==> src/logic/fir_pkg.sv <==
// Constants shared by the identification and parameter-table readout block.
// Assumes a single 10 MHz core clock; the serial link is sampled, not clocked.
package fir_pkg;

  // ------------------------------------------------------------
  // Command opcodes
  // ------------------------------------------------------------
  localparam logic [7:0] OP_READ_ID = 8'h9F;
  localparam logic [7:0] OP_READ_TABLE = 8'h5A;

  // ------------------------------------------------------------
  // Frame shape, counted in link clock rising edges
  // ------------------------------------------------------------
  localparam logic [5:0] OPCODE_CLKS_SINGLE = 6'h08;
  localparam logic [5:0] OPCODE_CLKS_QUAD = 6'h02;
  localparam logic [5:0] ADDR_CLKS = 6'h18;
  localparam logic [5:0] DUMMY_CLKS = 6'h08;
  localparam logic [5:0] CNT_RESET = 6'h00;

  // ------------------------------------------------------------
  // Output lane use and widths
  // ------------------------------------------------------------
  localparam int LANES = 4;
  localparam int SINGLE_OUT_LANE = 1;
  localparam logic [3:0] BITS_PER_BYTE = 4'h8;
  localparam logic [3:0] BITS_SINGLE = 4'h1;
  localparam logic [3:0] BITS_QUAD = 4'h4;
  localparam logic [1:0] ID_LAST_IDX = 2'h2;

  // ------------------------------------------------------------
  // Reset values
  // ------------------------------------------------------------
  localparam logic [7:0] BYTE_RESET = 8'h00;
  localparam logic [3:0] LANE_RESET = 4'h0;

  typedef enum logic [2:0] {
    FIR_PH_CMD = 3'b000,
    FIR_PH_ADDR = 3'b001,
    FIR_PH_DUMMY = 3'b010,
    FIR_PH_OUT = 3'b011,
    FIR_PH_IGNORE = 3'b100
  } fir_phase_t;

  typedef enum logic {
    FIR_SRC_ID = 1'b0,
    FIR_SRC_TABLE = 1'b1
  } fir_src_t;

endpackage

==> src/logic/fir_param_rom.sv <==
// Read-only 256-byte discoverable parameter table, one byte per address.
// Purely combinational; the caller registers what it takes from it.
`timescale 1ns/1ps
module fir_param_rom (
  input wire logic [7:0] addr,
  output logic [7:0] data
);
  import fir_pkg::*;

  always_comb begin
    // Table lookup
    // Reserved ones
    data = 8'hFF;
    case (addr)
      // Signature bytes
      8'h00: data = 8'h53;
      8'h01: data = 8'h46;
      8'h02: data = 8'h44;
      8'h03: data = 8'h50;
      // Format revision
      8'h04: data = 8'h00;
      8'h05: data = 8'h01;
      // Header count
      8'h06: data = 8'h00;
      8'h07: data = 8'hFF;
      // First header
      8'h08: data = 8'h00;
      8'h09: data = 8'h00;
      8'h0A: data = 8'h01;
      8'h0B: data = 8'h09;
      // Table pointer
      8'h0C: data = 8'h80;
      8'h0D: data = 8'h00;
      8'h0E: data = 8'h00;
      // Erase and program
      8'h80: data = 8'hE5;
      // Small erase opcode
      8'h81: data = 8'h20;
      // Fast read support
      8'h82: data = 8'hF1;
      // Array density
      8'h84: data = 8'hFF;
      8'h85: data = 8'hFF;
      8'h86: data = 8'hFF;
      8'h87: data = 8'h00;
      // Quad io read
      8'h88: data = 8'h44;
      8'h89: data = 8'hEB;
      // Quad output read
      8'h8A: data = 8'h08;
      8'h8B: data = 8'h6B;
      // Dual output read
      8'h8C: data = 8'h08;
      8'h8D: data = 8'h3B;
      // Dual io read
      8'h8E: data = 8'h80;
      8'h8F: data = 8'hBB;
      // Four-line read
      8'h90: data = 8'hFE;
      // No dual-dual settings
      8'h96: data = 8'h00;
      default: data = 8'hFF;
    endcase
  end

endmodule

==> src/logic/fir_readout.sv <==
// Identification and parameter-table readout of a serial NOR flash.
// Assumes the host drives chip select, link clock and data asynchronously;
// all link pins are resynchronised to CLOCK, so the link clock must run
// well below a quarter of CLOCK.
//
// Summary of operation
// Identification opcode returns maker byte then two device bytes.
// Device bytes go out memory type first, then capacity.
// Identification bits change on link clock falling edges, MSB first.
// Identification works in single-line and four-line command modes.
// A 256-byte read-only parameter table is addressed byte by byte.
// Host sends table-read opcode, then 24 address bits on data in.
// Host keeps address bits 23..8 zero; bits 7..0 pick start byte.
// Eight dummy clocks follow; data starts on falling edge of clock 40.
// Further clocks return next table bytes, 8-bit address wraps.
// Bytes 00h..03h read 53h, 46h, 44h, 50h.
// Byte 04h reads 00h, byte 05h reads 01h.
// Byte 06h reads 00h, byte 07h reads FFh.
// Bytes 08h..0Bh read 00h, 00h, 01h, 09h.
// Bytes 0Ch..0Eh read 80h, 00h, 00h.
// Reserved bytes 0Fh..7Fh, 83h, 91h..95h read FFh.
// Byte 80h reads E5h.
// Byte 81h reads 20h.
// Byte 82h reads F1h.
// Bytes 84h..87h read FFh, FFh, FFh, 00h.
// Bytes 88h, 89h read 44h, EBh.
// Bytes 8Ah, 8Bh read 08h, 6Bh.
// Bytes 8Ch, 8Dh read 08h, 3Bh.
// Bytes 8Eh, 8Fh read 80h, BBh.
// Byte 90h reads FEh.
// Byte 96h reads 00h.
`timescale 1ns/1ps
module fir_readout #(
  // Arbitrary identification values, not those of any real part
  parameter logic [7:0] MAKER_ID = 8'h5C,
  parameter logic [7:0] MEMORY_TYPE = 8'h3E,
  parameter logic [7:0] CAPACITY = 8'h15
) (
  input wire logic CLOCK,
  input wire logic SYS_RST,
  input wire logic CHIP_SELECT_N,
  input wire logic LINK_CLK,
  input wire logic SERIAL_DATA_IN,
  input wire logic [2:0] DQ_UPPER_IN,
  input wire logic FOUR_LINE_COMMAND_MODE,
  output logic [3:0] DQ_OUT,
  output logic [3:0] DQ_OE,
  output logic BUSY
);
  import fir_pkg::*;

  // ------------------------------------------------------------
  // State
  // ------------------------------------------------------------
  typedef struct packed {
    logic cs_s1;
    logic cs_s2;
    logic ck_s1;
    logic ck_s2;
    logic ck_s3;
    logic [3:0] dq_s1;
    logic [3:0] dq_s2;
    fir_phase_t phase;
    fir_src_t src;
    logic quad;
    logic [5:0] cnt;
    logic [7:0] cmd;
    logic [7:0] addr;
    logic [1:0] id_idx;
    logic [7:0] out_sh;
    logic [3:0] out_left;
    logic [3:0] dq_out;
    logic [3:0] dq_oe;
    logic busy;
  } fir_state_t;

  fir_state_t st_r;
  fir_state_t st_nxt;

  logic [7:0] rom_data;
  logic rise;
  logic fall;
  logic sel;
  logic [3:0] width;
  logic [7:0] cmd_new;
  logic [5:0] cnt_inc;
  logic [7:0] next_byte;
  logic [7:0] shifted;

  fir_param_rom u_rom (
    .addr(st_r.addr),
    .data(rom_data)
  );

  // ------------------------------------------------------------
  // Link edge detection
  // ------------------------------------------------------------
  // Edges come from the second and third stages only, so the first
  // stage never feeds logic and data lines line up with the edge.
  assign rise = st_r.ck_s2 & ~st_r.ck_s3;
  assign fall = ~st_r.ck_s2 & st_r.ck_s3;
  assign sel = ~st_r.cs_s2;
  assign width = st_r.quad ? BITS_QUAD : BITS_SINGLE;
  assign cnt_inc = st_r.cnt + 6'h01;

  always_comb begin
    cmd_new = {st_r.cmd[6:0], st_r.dq_s2[0]};
    // Nibble-wide opcode
    if (st_r.quad) begin
      cmd_new = {st_r.cmd[3:0], st_r.dq_s2};
    end
  end

  // ------------------------------------------------------------
  // Byte source for the output shifter
  // ------------------------------------------------------------
  always_comb begin
    next_byte = rom_data;
    if (st_r.src == FIR_SRC_ID) begin
      // Maker, type, capacity
      case (st_r.id_idx)
        2'h0: next_byte = MAKER_ID;
        2'h1: next_byte = MEMORY_TYPE;
        default: next_byte = CAPACITY;
      endcase
    end
  end

  // ------------------------------------------------------------
  // Command decode
  // ------------------------------------------------------------
  logic [5:0] op_clks;
  logic op_done;
  logic op_is_id;
  logic op_is_table;
  logic [1:0] id_next;

  // Opcode length follows the mode caught at the last deselect
  assign op_clks = st_r.quad ? OPCODE_CLKS_QUAD : OPCODE_CLKS_SINGLE;
  assign op_done = (cnt_inc == op_clks);
  assign op_is_id = (cmd_new == OP_READ_ID);
  // Table reads are single-line only; in four-line mode the frame is ignored
  assign op_is_table = (cmd_new == OP_READ_TABLE) && !st_r.quad;
  // Past the capacity byte the identification sequence starts over
  assign id_next = (st_r.id_idx == ID_LAST_IDX) ? 2'h0 : st_r.id_idx + 2'h1;

  // ------------------------------------------------------------
  // Output shifter
  // ------------------------------------------------------------
  // A byte is fetched only once the previous one is fully shifted out,
  // so the table address moves on exactly once per byte.
  logic load;
  logic [3:0] lane_bits;
  logic [3:0] lane_en;

  always_comb begin
    load = (st_r.out_left == LANE_RESET);
    shifted = st_r.out_sh;
    if (load) begin
      shifted = next_byte;
    end
  end

  // MSB first
  // Four-lane output
  // Unused lanes stay low in single-line mode
  for (genvar i = 0; i < LANES; i++) begin : g_lane
    if (i == SINGLE_OUT_LANE) begin : g_single
      assign lane_bits[i] = st_r.quad ? shifted[LANES + i] : shifted[7];
      assign lane_en[i] = 1'b1;
    end else begin : g_quad
      assign lane_bits[i] = st_r.quad & shifted[LANES + i];
      assign lane_en[i] = st_r.quad;
    end
  end

  // ------------------------------------------------------------
  // Next state
  // ------------------------------------------------------------
  always_comb begin
    st_nxt = st_r;
    st_nxt.cs_s1 = CHIP_SELECT_N;
    st_nxt.cs_s2 = st_r.cs_s1;
    st_nxt.ck_s1 = LINK_CLK;
    st_nxt.ck_s2 = st_r.ck_s1;
    st_nxt.ck_s3 = st_r.ck_s2;
    st_nxt.dq_s1 = {DQ_UPPER_IN, SERIAL_DATA_IN};
    st_nxt.dq_s2 = st_r.dq_s1;

    if (!sel) begin
      // Deselected: release the lines and arm for the next frame.
      // The mode is caught here so it cannot change mid-frame.
      st_nxt.phase = FIR_PH_CMD;
      st_nxt.cnt = CNT_RESET;
      st_nxt.out_left = LANE_RESET;
      st_nxt.id_idx = 2'h0;
      st_nxt.dq_oe = LANE_RESET;
      st_nxt.dq_out = LANE_RESET;
      st_nxt.quad = FOUR_LINE_COMMAND_MODE;
    end else if (rise) begin
      case (st_r.phase)
        FIR_PH_CMD: begin
          st_nxt.cmd = cmd_new;
          st_nxt.cnt = cnt_inc;
          if (op_done) begin
            st_nxt.cnt = CNT_RESET;
            st_nxt.phase = FIR_PH_IGNORE;
            // Identification opcode
            // Either command mode
            if (op_is_id) begin
              st_nxt.phase = FIR_PH_OUT;
              st_nxt.src = FIR_SRC_ID;
            end else if (op_is_table) begin
              st_nxt.phase = FIR_PH_ADDR;
              st_nxt.src = FIR_SRC_TABLE;
            end
          end
        end
        FIR_PH_ADDR: begin
          // Serial address bits
          // Only low byte kept
          st_nxt.addr = {st_r.addr[6:0], st_r.dq_s2[0]};
          st_nxt.cnt = cnt_inc;
          if (cnt_inc == ADDR_CLKS) begin
            st_nxt.cnt = CNT_RESET;
            st_nxt.phase = FIR_PH_DUMMY;
          end
        end
        FIR_PH_DUMMY: begin
          // Eight dummy clocks
          st_nxt.cnt = cnt_inc;
          if (cnt_inc == DUMMY_CLKS) begin
            st_nxt.cnt = CNT_RESET;
            st_nxt.phase = FIR_PH_OUT;
          end
        end
        FIR_PH_OUT: begin
          st_nxt.cnt = st_r.cnt;
        end
        FIR_PH_IGNORE: begin
          st_nxt.cnt = st_r.cnt;
        end
        default: begin
          st_nxt.phase = FIR_PH_IGNORE;
        end
      endcase
    end else if (fall && st_r.phase == FIR_PH_OUT) begin
      // Falling-edge launch
      // First data on clock 40
      if (load) begin
        st_nxt.out_left = BITS_PER_BYTE - width;
        if (st_r.src == FIR_SRC_ID) begin
          st_nxt.id_idx = id_next;
        end else begin
          // Address wraps at 8 bits
          st_nxt.addr = st_r.addr + 8'h01;
        end
      end else begin
        st_nxt.out_left = st_r.out_left - width;
      end
      st_nxt.dq_out = lane_bits;
      st_nxt.dq_oe = lane_en;
      st_nxt.out_sh = st_r.quad ? {shifted[3:0], 4'h0} : {shifted[6:0], 1'b0};
    end
    // Busy follows the enables registered in the same cycle
    st_nxt.busy = (st_nxt.dq_oe != LANE_RESET);
  end

  // ------------------------------------------------------------
  // Registers
  // ------------------------------------------------------------
  // Reset leaves the link seen as idle, clock low and chip select high,
  // so no false edge or frame start follows the release.
  always_ff @(posedge CLOCK or posedge SYS_RST) begin
    if (SYS_RST) begin
      st_r.cs_s1 <= 1'b1;
      st_r.cs_s2 <= 1'b1;
      st_r.ck_s1 <= 1'b0;
      st_r.ck_s2 <= 1'b0;
      st_r.ck_s3 <= 1'b0;
      st_r.dq_s1 <= LANE_RESET;
      st_r.dq_s2 <= LANE_RESET;
      st_r.phase <= FIR_PH_CMD;
      st_r.src <= FIR_SRC_ID;
      st_r.quad <= 1'b0;
      st_r.cnt <= CNT_RESET;
      st_r.cmd <= BYTE_RESET;
      st_r.addr <= BYTE_RESET;
      st_r.id_idx <= 2'h0;
      st_r.out_sh <= BYTE_RESET;
      st_r.out_left <= LANE_RESET;
      st_r.dq_out <= LANE_RESET;
      st_r.dq_oe <= LANE_RESET;
      st_r.busy <= 1'b0;
    end else begin
      st_r <= st_nxt;
    end
  end

  assign DQ_OUT = st_r.dq_out;
  assign DQ_OE = st_r.dq_oe;
  assign BUSY = st_r.busy;

endmodule

==> config.mk <==
export PLATFORM = sky130hd
export DESIGN_NAME = fir_readout
export DESIGN_NICKNAME = d
export VERILOG_FILES = /design/src/logic/fir_pkg.sv /design/src/logic/fir_param_rom.sv /design/src/logic/fir_readout.sv
export SDC_FILE = /design/constraint.sdc
export NUM_CORES = 1
export LEC_CHECK = 0
export ABC_AREA = 1
export BUFFER_PORTS_ARGS = -buffer_cell sky130_fd_sc_hd__buf_2
export CORE_ASPECT_RATIO = 0.8
export CORE_MARGIN = 1
export CORE_UTILIZATION = 56
export DETAILED_ROUTE_END_ITERATION = 10
export GPL_ROUTABILITY_DRIVEN = 0
export PLACE_DENSITY = 0.84
export SLEW_MARGIN = 20
export SYNTH_ARGS = -nofsm -noshare
export SYNTH_HDL_FRONTEND = slang
export SYNTH_HIERARCHICAL = 1
export SYNTH_SLANG_ARGS = --single-unit
==> constraint.sdc <==
create_clock -name CLOCK -period 2.2 [get_ports CLOCK]
set_clock_uncertainty 0.2 [all_clocks]
set_input_delay 0.44 -clock CLOCK [delete_from_list [all_inputs] [get_ports CLOCK]]
set_output_delay 0.44 -clock CLOCK [all_outputs]
set_load 0.005 [all_outputs]
# ---- Word level (Yosys, flattened, before mapping)
# Index checks and enable logic that the tools add are counted.
dict set report word_totals {
  wordCells 144
  out_inout_bits 9
  input_bits 9
  reg_bits 63
}
dict set report classes {
  n_reduce_logical 30
  n_bitwise 9
  mux 36
  n_eq_ne 45
  n_addsub 5
}
# operator n
set op_table {}
lappend op_table {{$pmux W8 S17} 1}
lappend op_table {{$eq A8 B8 Y1 const B} 15}
lappend op_table {{$mux W8} 8}
lappend op_table {{$eq A8 B4 Y1 const B} 7}
lappend op_table {{$mux W30} 1}
lappend op_table {{$eq A8 B3 Y1 const B} 3}
lappend op_table {{$mux W4} 6}
lappend op_table {{$mux W6} 4}
lappend op_table {{$mux W22} 1}
lappend op_table {{$pmux W6 S3} 1}
lappend op_table {{$eq A8 B2 Y1 const B} 2}
lappend op_table {{$reduce_and A5 Y1} 3}
lappend op_table {{$mux W14} 1}
lappend op_table {{$pmux W7 S2} 1}
lappend op_table {{$reduce_bool A2 Y1} 7}
lappend op_table {{$mux W12} 1}
lappend op_table {{$mux W3} 4}
lappend op_table {{$pmux W3 S4} 1}
lappend op_table {{$mux W10} 1}
lappend op_table {{$reduce_or A2 Y1} 5}
lappend op_table {{$ne A3 B3 Y1 const B} 3}
lappend op_table {{$add A8 B1 Y8 const B} 1}
lappend op_table {{$eq A8 B1 Y1 const B} 1}
lappend op_table {{$eq A8 B7 Y1 const B} 1}
lappend op_table {{other kinds (29)} 46}

# ---- Logic depth before layout (Yosys ltp)
dict set report depth {
  depth_word 10
  mapped_depth 15
  depth_no_buf 15
}

# ---- Cells and area by module
# Netlist, hierarchy kept.
# module seq_area_each_um2 cells_per_inst n_inst area_per_inst_um2
set modules_own_cells {}
lappend modules_own_cells {fir_readout 1529.0 395 1 3205.6}
lappend modules_own_cells {fir_param_rom 0.0 111 1 529.3}

# ---- Worst setup path before layout
# No wires, ideal clock.
dict set report synth_timing {
  kind {flip-flop to flip-flop}
  from {reg, netlist name st_r[24]}
  to {reg st_r (netlist bit DQ_OUT[1])}
  required_ps 1879
  t_arrival_ps 1696
  setup_time_ps 121
  path_buffers 0
  path_stages_with_launch 14
  setup_slack_ps 183
  period_less_slack_ps 2017
  cell_sequence {dfrtp_1 > nor2_2 > nand2_2 > nor2_2 > nor2_4 > nand2_2 > nor2_4 > nand3_4 > nand2_2 > nand2_1 > nand3_1 > o21ai_0 > nand2_1 > a22o_1}
}
dict set report synth_between {
  elab_chain_len 9
  word_cells_on_any_way 40
  classes_between {eq/ne (27); mux (7); reduce/logical (6)}
}
# item line
set synth_lines {}
lappend synth_lines {{$eq A8 B3 Y1, or another cell as far along} fir_param_rom.sv:14} ;# case (addr)
lappend synth_lines {{$reduce_or A8 Y1 (no source line) / $reduce_or A2 Y1 (equally long branches)} -}
lappend synth_lines {{$pmux W8 S17 (*)} fir_param_rom.sv:14}
lappend synth_lines {{net rom_data[5]} fir_readout.sv:80} ;# logic [7:0] rom_data;
lappend synth_lines {{$mux W8 (*)} fir_readout.sv:119} ;# if (st_r.src == FIR_SRC_ID) begin
lappend synth_lines {{$mux W8 (*)} fir_readout.sv:159} ;# if (load) begin
lappend synth_lines {{$mux W1 (*)} fir_readout.sv:169} ;# assign lane_bits[i] = st_r.quad ? shifted[LANES + i] : shifted[7];
lappend synth_lines {{$mux W30 (*)} fir_readout.sv:247} ;# end else if (fall && st_r.phase == FIR_PH_OUT) begin
lappend synth_lines {{$mux W22 (*)} fir_readout.sv:200} ;# end else if (rise) begin
lappend synth_lines {{$mux W12 (*)} fir_readout.sv:190} ;# if (!sel) begin
lappend synth_lines {{end signal: assignment} fir_readout.sv:296} ;# st_r <= st_nxt;
lappend synth_lines {{end: declaration} fir_readout.sv:77} ;# fir_state_t st_r;
# Mark *: on every way through the listed nets, which the timed path passes. The rest lies on a longest branch. The select of a mux whose other input is x is not followed.
# A chain may end at the register's enable or synchronous reset.

# ---- Worst setup path after layout
dict set report layout_timing {
  from {reg, netlist name st_r[23]}
  to {reg st_r (netlist bit DQ_OUT[1])}
}
dict set report layout_between {
  elab_chain_len 9
  word_cells_on_any_way 40
  classes_between {eq/ne (27); mux (7); reduce/logical (6)}
}
# item line
set layout_lines {}
lappend layout_lines {{$eq A8 B3 Y1, or another cell as far along} fir_param_rom.sv:14}
lappend layout_lines {{$reduce_or A8 Y1 (no source line) / $reduce_or A2 Y1 (equally long branches)} -}
lappend layout_lines {{$pmux W8 S17 (*)} fir_param_rom.sv:14}
lappend layout_lines {{net rom_data[5]} fir_readout.sv:80}
lappend layout_lines {{$mux W8 (*)} fir_readout.sv:119}
lappend layout_lines {{$mux W8 (*)} fir_readout.sv:159}
lappend layout_lines {{$mux W1 (*)} fir_readout.sv:169}
lappend layout_lines {{$mux W30 (*)} fir_readout.sv:247}
lappend layout_lines {{$mux W22 (*)} fir_readout.sv:200}
lappend layout_lines {{$mux W12 (*)} fir_readout.sv:190}
# Marks and branches as above.

==> impl_metrics.py <==
metrics = {
    "hold_path": {
        "min_path_type": "input port to register",
    },
    "yosys": {
        "post-synth-top-area-cell": "dfrtp_1",
        "ys_warn_count": 6,
        "ys_async_sr_fraction": 1.00,
        "synth_top_cell_area_share": 0.395,
        "yosysMostFrequentCell": "nand2_1",
        "avgSynthCellArea_um2": 7.38,
        "synth.area.top_cells": "dfrtp_1, nand2_1, inv_1, nand3_1, nor2_1",
        "syn_area_um2": 3730,
        "yosysSeqAreaShare": 0.409,
        "ys_types": 41,
        "ys_seq_elements": 61,
        "synth_cells": 506,
        "synth_nets": 520,
        "synth_edf_count": 0,
        "synth_common_cells": "nand2_1, inv_1, dfrtp_1",
        "synth_ff_type": "dfrtp_1",
    },
    "critical_path": {
        "startpoint_type": "register",
        "critPathRequiredTime_ns": 2.23,
        "crit_type": "register to register",
        "crit_fanout": 8,
        "critPathArrivalTime_ns": 2.17,
        "worst_setup_path_end_kind": "register",
    },
    "detailed_routing": {
        "routed_via_density": 5.41,
        "drc": 0,
        "antenna_left": 0,
        "firstDrtPassIters": 5,
        "wl_um": 8390,
        "vias": 3425,
        "dr.first_iter.drc_count": 306,
        "routedWlPerCell_um": 13.2,
    },
    "global_route": {
        "grt_pass1_vias": 3121,
        "grt_antenna_before_repair": 0,
        "grt_max_degree": 21,
        "gr-total-overflow": 0,
        "grtUsageTotal": 0.252,
        "grt_pass1_wl_um": 13600,
    },
    "placed_design": {
        "dp_cells": 604,
        "placedInstanceArea_um2": 3920,
        "dp_hpwl_um": 6010,
        "io_buffers": 17,
    },
    "clock_tree": {
        "ctsLongestPathBuffers": 2,
        "cts_tree": "built",
        "path_clk_slew_ns": 0.07,
        "insertion_delay_ns": 0.34,
        "cts_root_buffer": "clkbuf_8",
        "htreeDepth": 3,
        "numCtsBuffers": 9,
        "cts_sinks": 61,
    },
    "timing": {
        "rsz0062_at_grt": "yes",
        "slew_headroom": 0.692,
        "setup_viol": 0,
        "fin_crit_sh": 0.972,
        "maxSlewViolCount": 0,
        "finalCriticalPeriod_ns": 2.14,
        "timing.fmax_ghz": 0.468,
        "worst_slew_pin_slew_ns": 0.462,
        "whs_ns": 0.129,
        "finalHoldViolations": 0,
    },
    "die": {
        "io_pins": 18,
        "start_util": 0.583,
        "die_x_um": 93.3,
        "dieArea_um2": 7000,
        "rows": 26,
        "die_h_um": 75.0,
        "coreArea_um2": 6410,
    },
    "finish": {
        "area_growth_syn_to_layout_pct": 14.7,
        "final_area_um2": 4280,
        "nets": 558,
        "fill_cells": 528,
        "drive_gt1_frac": 0.217,
        "utilization": 0.668,
        "multi_input_comb_area_um2": 1900,
        "regArea_um2": 1540,
        "instances_no_fill": 633,
        "antenna_cells": 0,
    },
    "pwr": {
        "power_density_nw_per_um2": 526,
        "peakVddDrop_v": 0.000405,
        "finalPower_mw": 2.25,
        "p_leak_nw": 2.14,
    },
    "status": {
        "status": "finished clean",
    },
    "job": {
        "maxCapViolCount": 0,
    },
}
-- cell families after synthesis --
| kind of cell | count (synthesis) | synth area share |
|---|---|---|
| xor+xnor | 2 | 0.00469 |
| flops | 61 | 0.409 |
| simple gates | 267 | 0.334 |
| compound gates | 86 | 0.138 |
| buf+inv | 85 | 0.0975 |
| fa+ha+maj | 5 | 0.0168 |
-- stage by stage --
stage / worst slack [ns] / TNS [ns]
global placement: 0.0929 / 0
global route: -0.0460 / -0.130
finish: 0.0610 / 0
CTS: 0.0217 / 0
floorplan: 0.0503 / 0
detailed placement: -0.0181 / -0.0181
-- routing by layer --
layer | GRT usage | up-vias | wire [um]
li1 | - | 1708 | -
met1 | 0.317 | 1559 | 3700
met2 | 0.421 | 142 | 3920
met3 | 0.0727 | 16 | 636
met4 | 0.0889 | 0 | 135
met5 | 0 | - | 0
-- critical path, stage by stage (launching register included) --
cell and delay [ns]:
dfrtp_2 0.47, inv_1 0.12, nand2_1 0.13, nor2_4 0.17, nand2_1 0.09, nand3_1 0.11
nor2_2 0.05, nand3_4 0.11, nand2_2 0.05, nand2_1 0.06, nand3_1 0.08, o21ai_1 0.12
nand2_1 0.08, a22o_1 0.20
-- final cells by class --
cell class	count	share of cell area
Clock buffer	9	0.0289
Clock inverter	7	0.00993
Inverter	72	0.0634
Multi-Input combinational cell	360	0.444
Sequential cell	61	0.359
Tap cell	84	0.0245
Timing Repair Buffer	40	0.0701
-- sequential cells by signal, indices dropped and copies added (netlist names) --
| register | cells |
|---|---|
| BUSY | 1 |
| DQ_OE | 4 |
| DQ_OUT | 4 |
| lane_en | 1 |
| st_nxt | 7 |
| st_r | 44 |
-- placed cells by master (no fill, tap or decap), drive strengths merged --
| cell type | n |
|---|---|
| nor3 | 3 |
| clkinv | 5 |
| xor2 | 1 |
| o211ai | 4 |
| buf | 33 |
| o31ai | 4 |
| nand4 | 7 |
| dlygate4sd3 | 7 |
| ha | 5 |
| o22ai | 7 |
| o21a | 1 |
| nand3b | 2 |
| nand3 | 42 |
| a21oi | 18 |
| and2 | 1 |
| a22oi | 4 |
| and3 | 1 |
| dfstp | 2 |
| inv | 71 |
| clkinvlp | 3 |
| a32oi | 1 |
| a22o | 3 |
| xnor2 | 1 |
| o21bai | 2 |
| nand2 | 146 |
| o21ai | 41 |
| dfrtp | 59 |
| o221ai | 1 |
| nor2 | 65 |
| clkbuf | 9 |
-- what timing repair did --
item                                   4_1_cts  5_1_grt
setup buffers                                0        6
setup endpoints to repair                    1       12
endpoints found under the hold margin       22        0
pin swaps                                    0        3
hold buffers                                 7        0
resized for setup                            3       25
-- path summary, 6_finish.rpt --
kind,from,endpoint,slack (ns),cells after the start
min in group asynchronous,SYS_RST,st_r[28],0.46,3
max in group asynchronous,SYS_RST,st_r[19],0.74,4
hold reg to reg,st_nxt[50],st_r[50],0.15,0
hold / removal,FOUR_LINE_COMMAND_MODE,lane_en[0],0.13,3
setup reg to reg,st_r[23],DQ_OUT[1],0.06,13
setup / recovery,st_r[23],DQ_OUT[1],0.06,13
-- power by group --
part | total, mW | internal [mW] | switching [mW]
clock network | 0.850 | 0.399 | 0.451
registers | 1.20 | 1.17 | 0.0311
logic | 0.204 | 0.0735 | 0.131
total | 2.25 | 1.64 | 0.613
(Power assumes the default switching activity.)
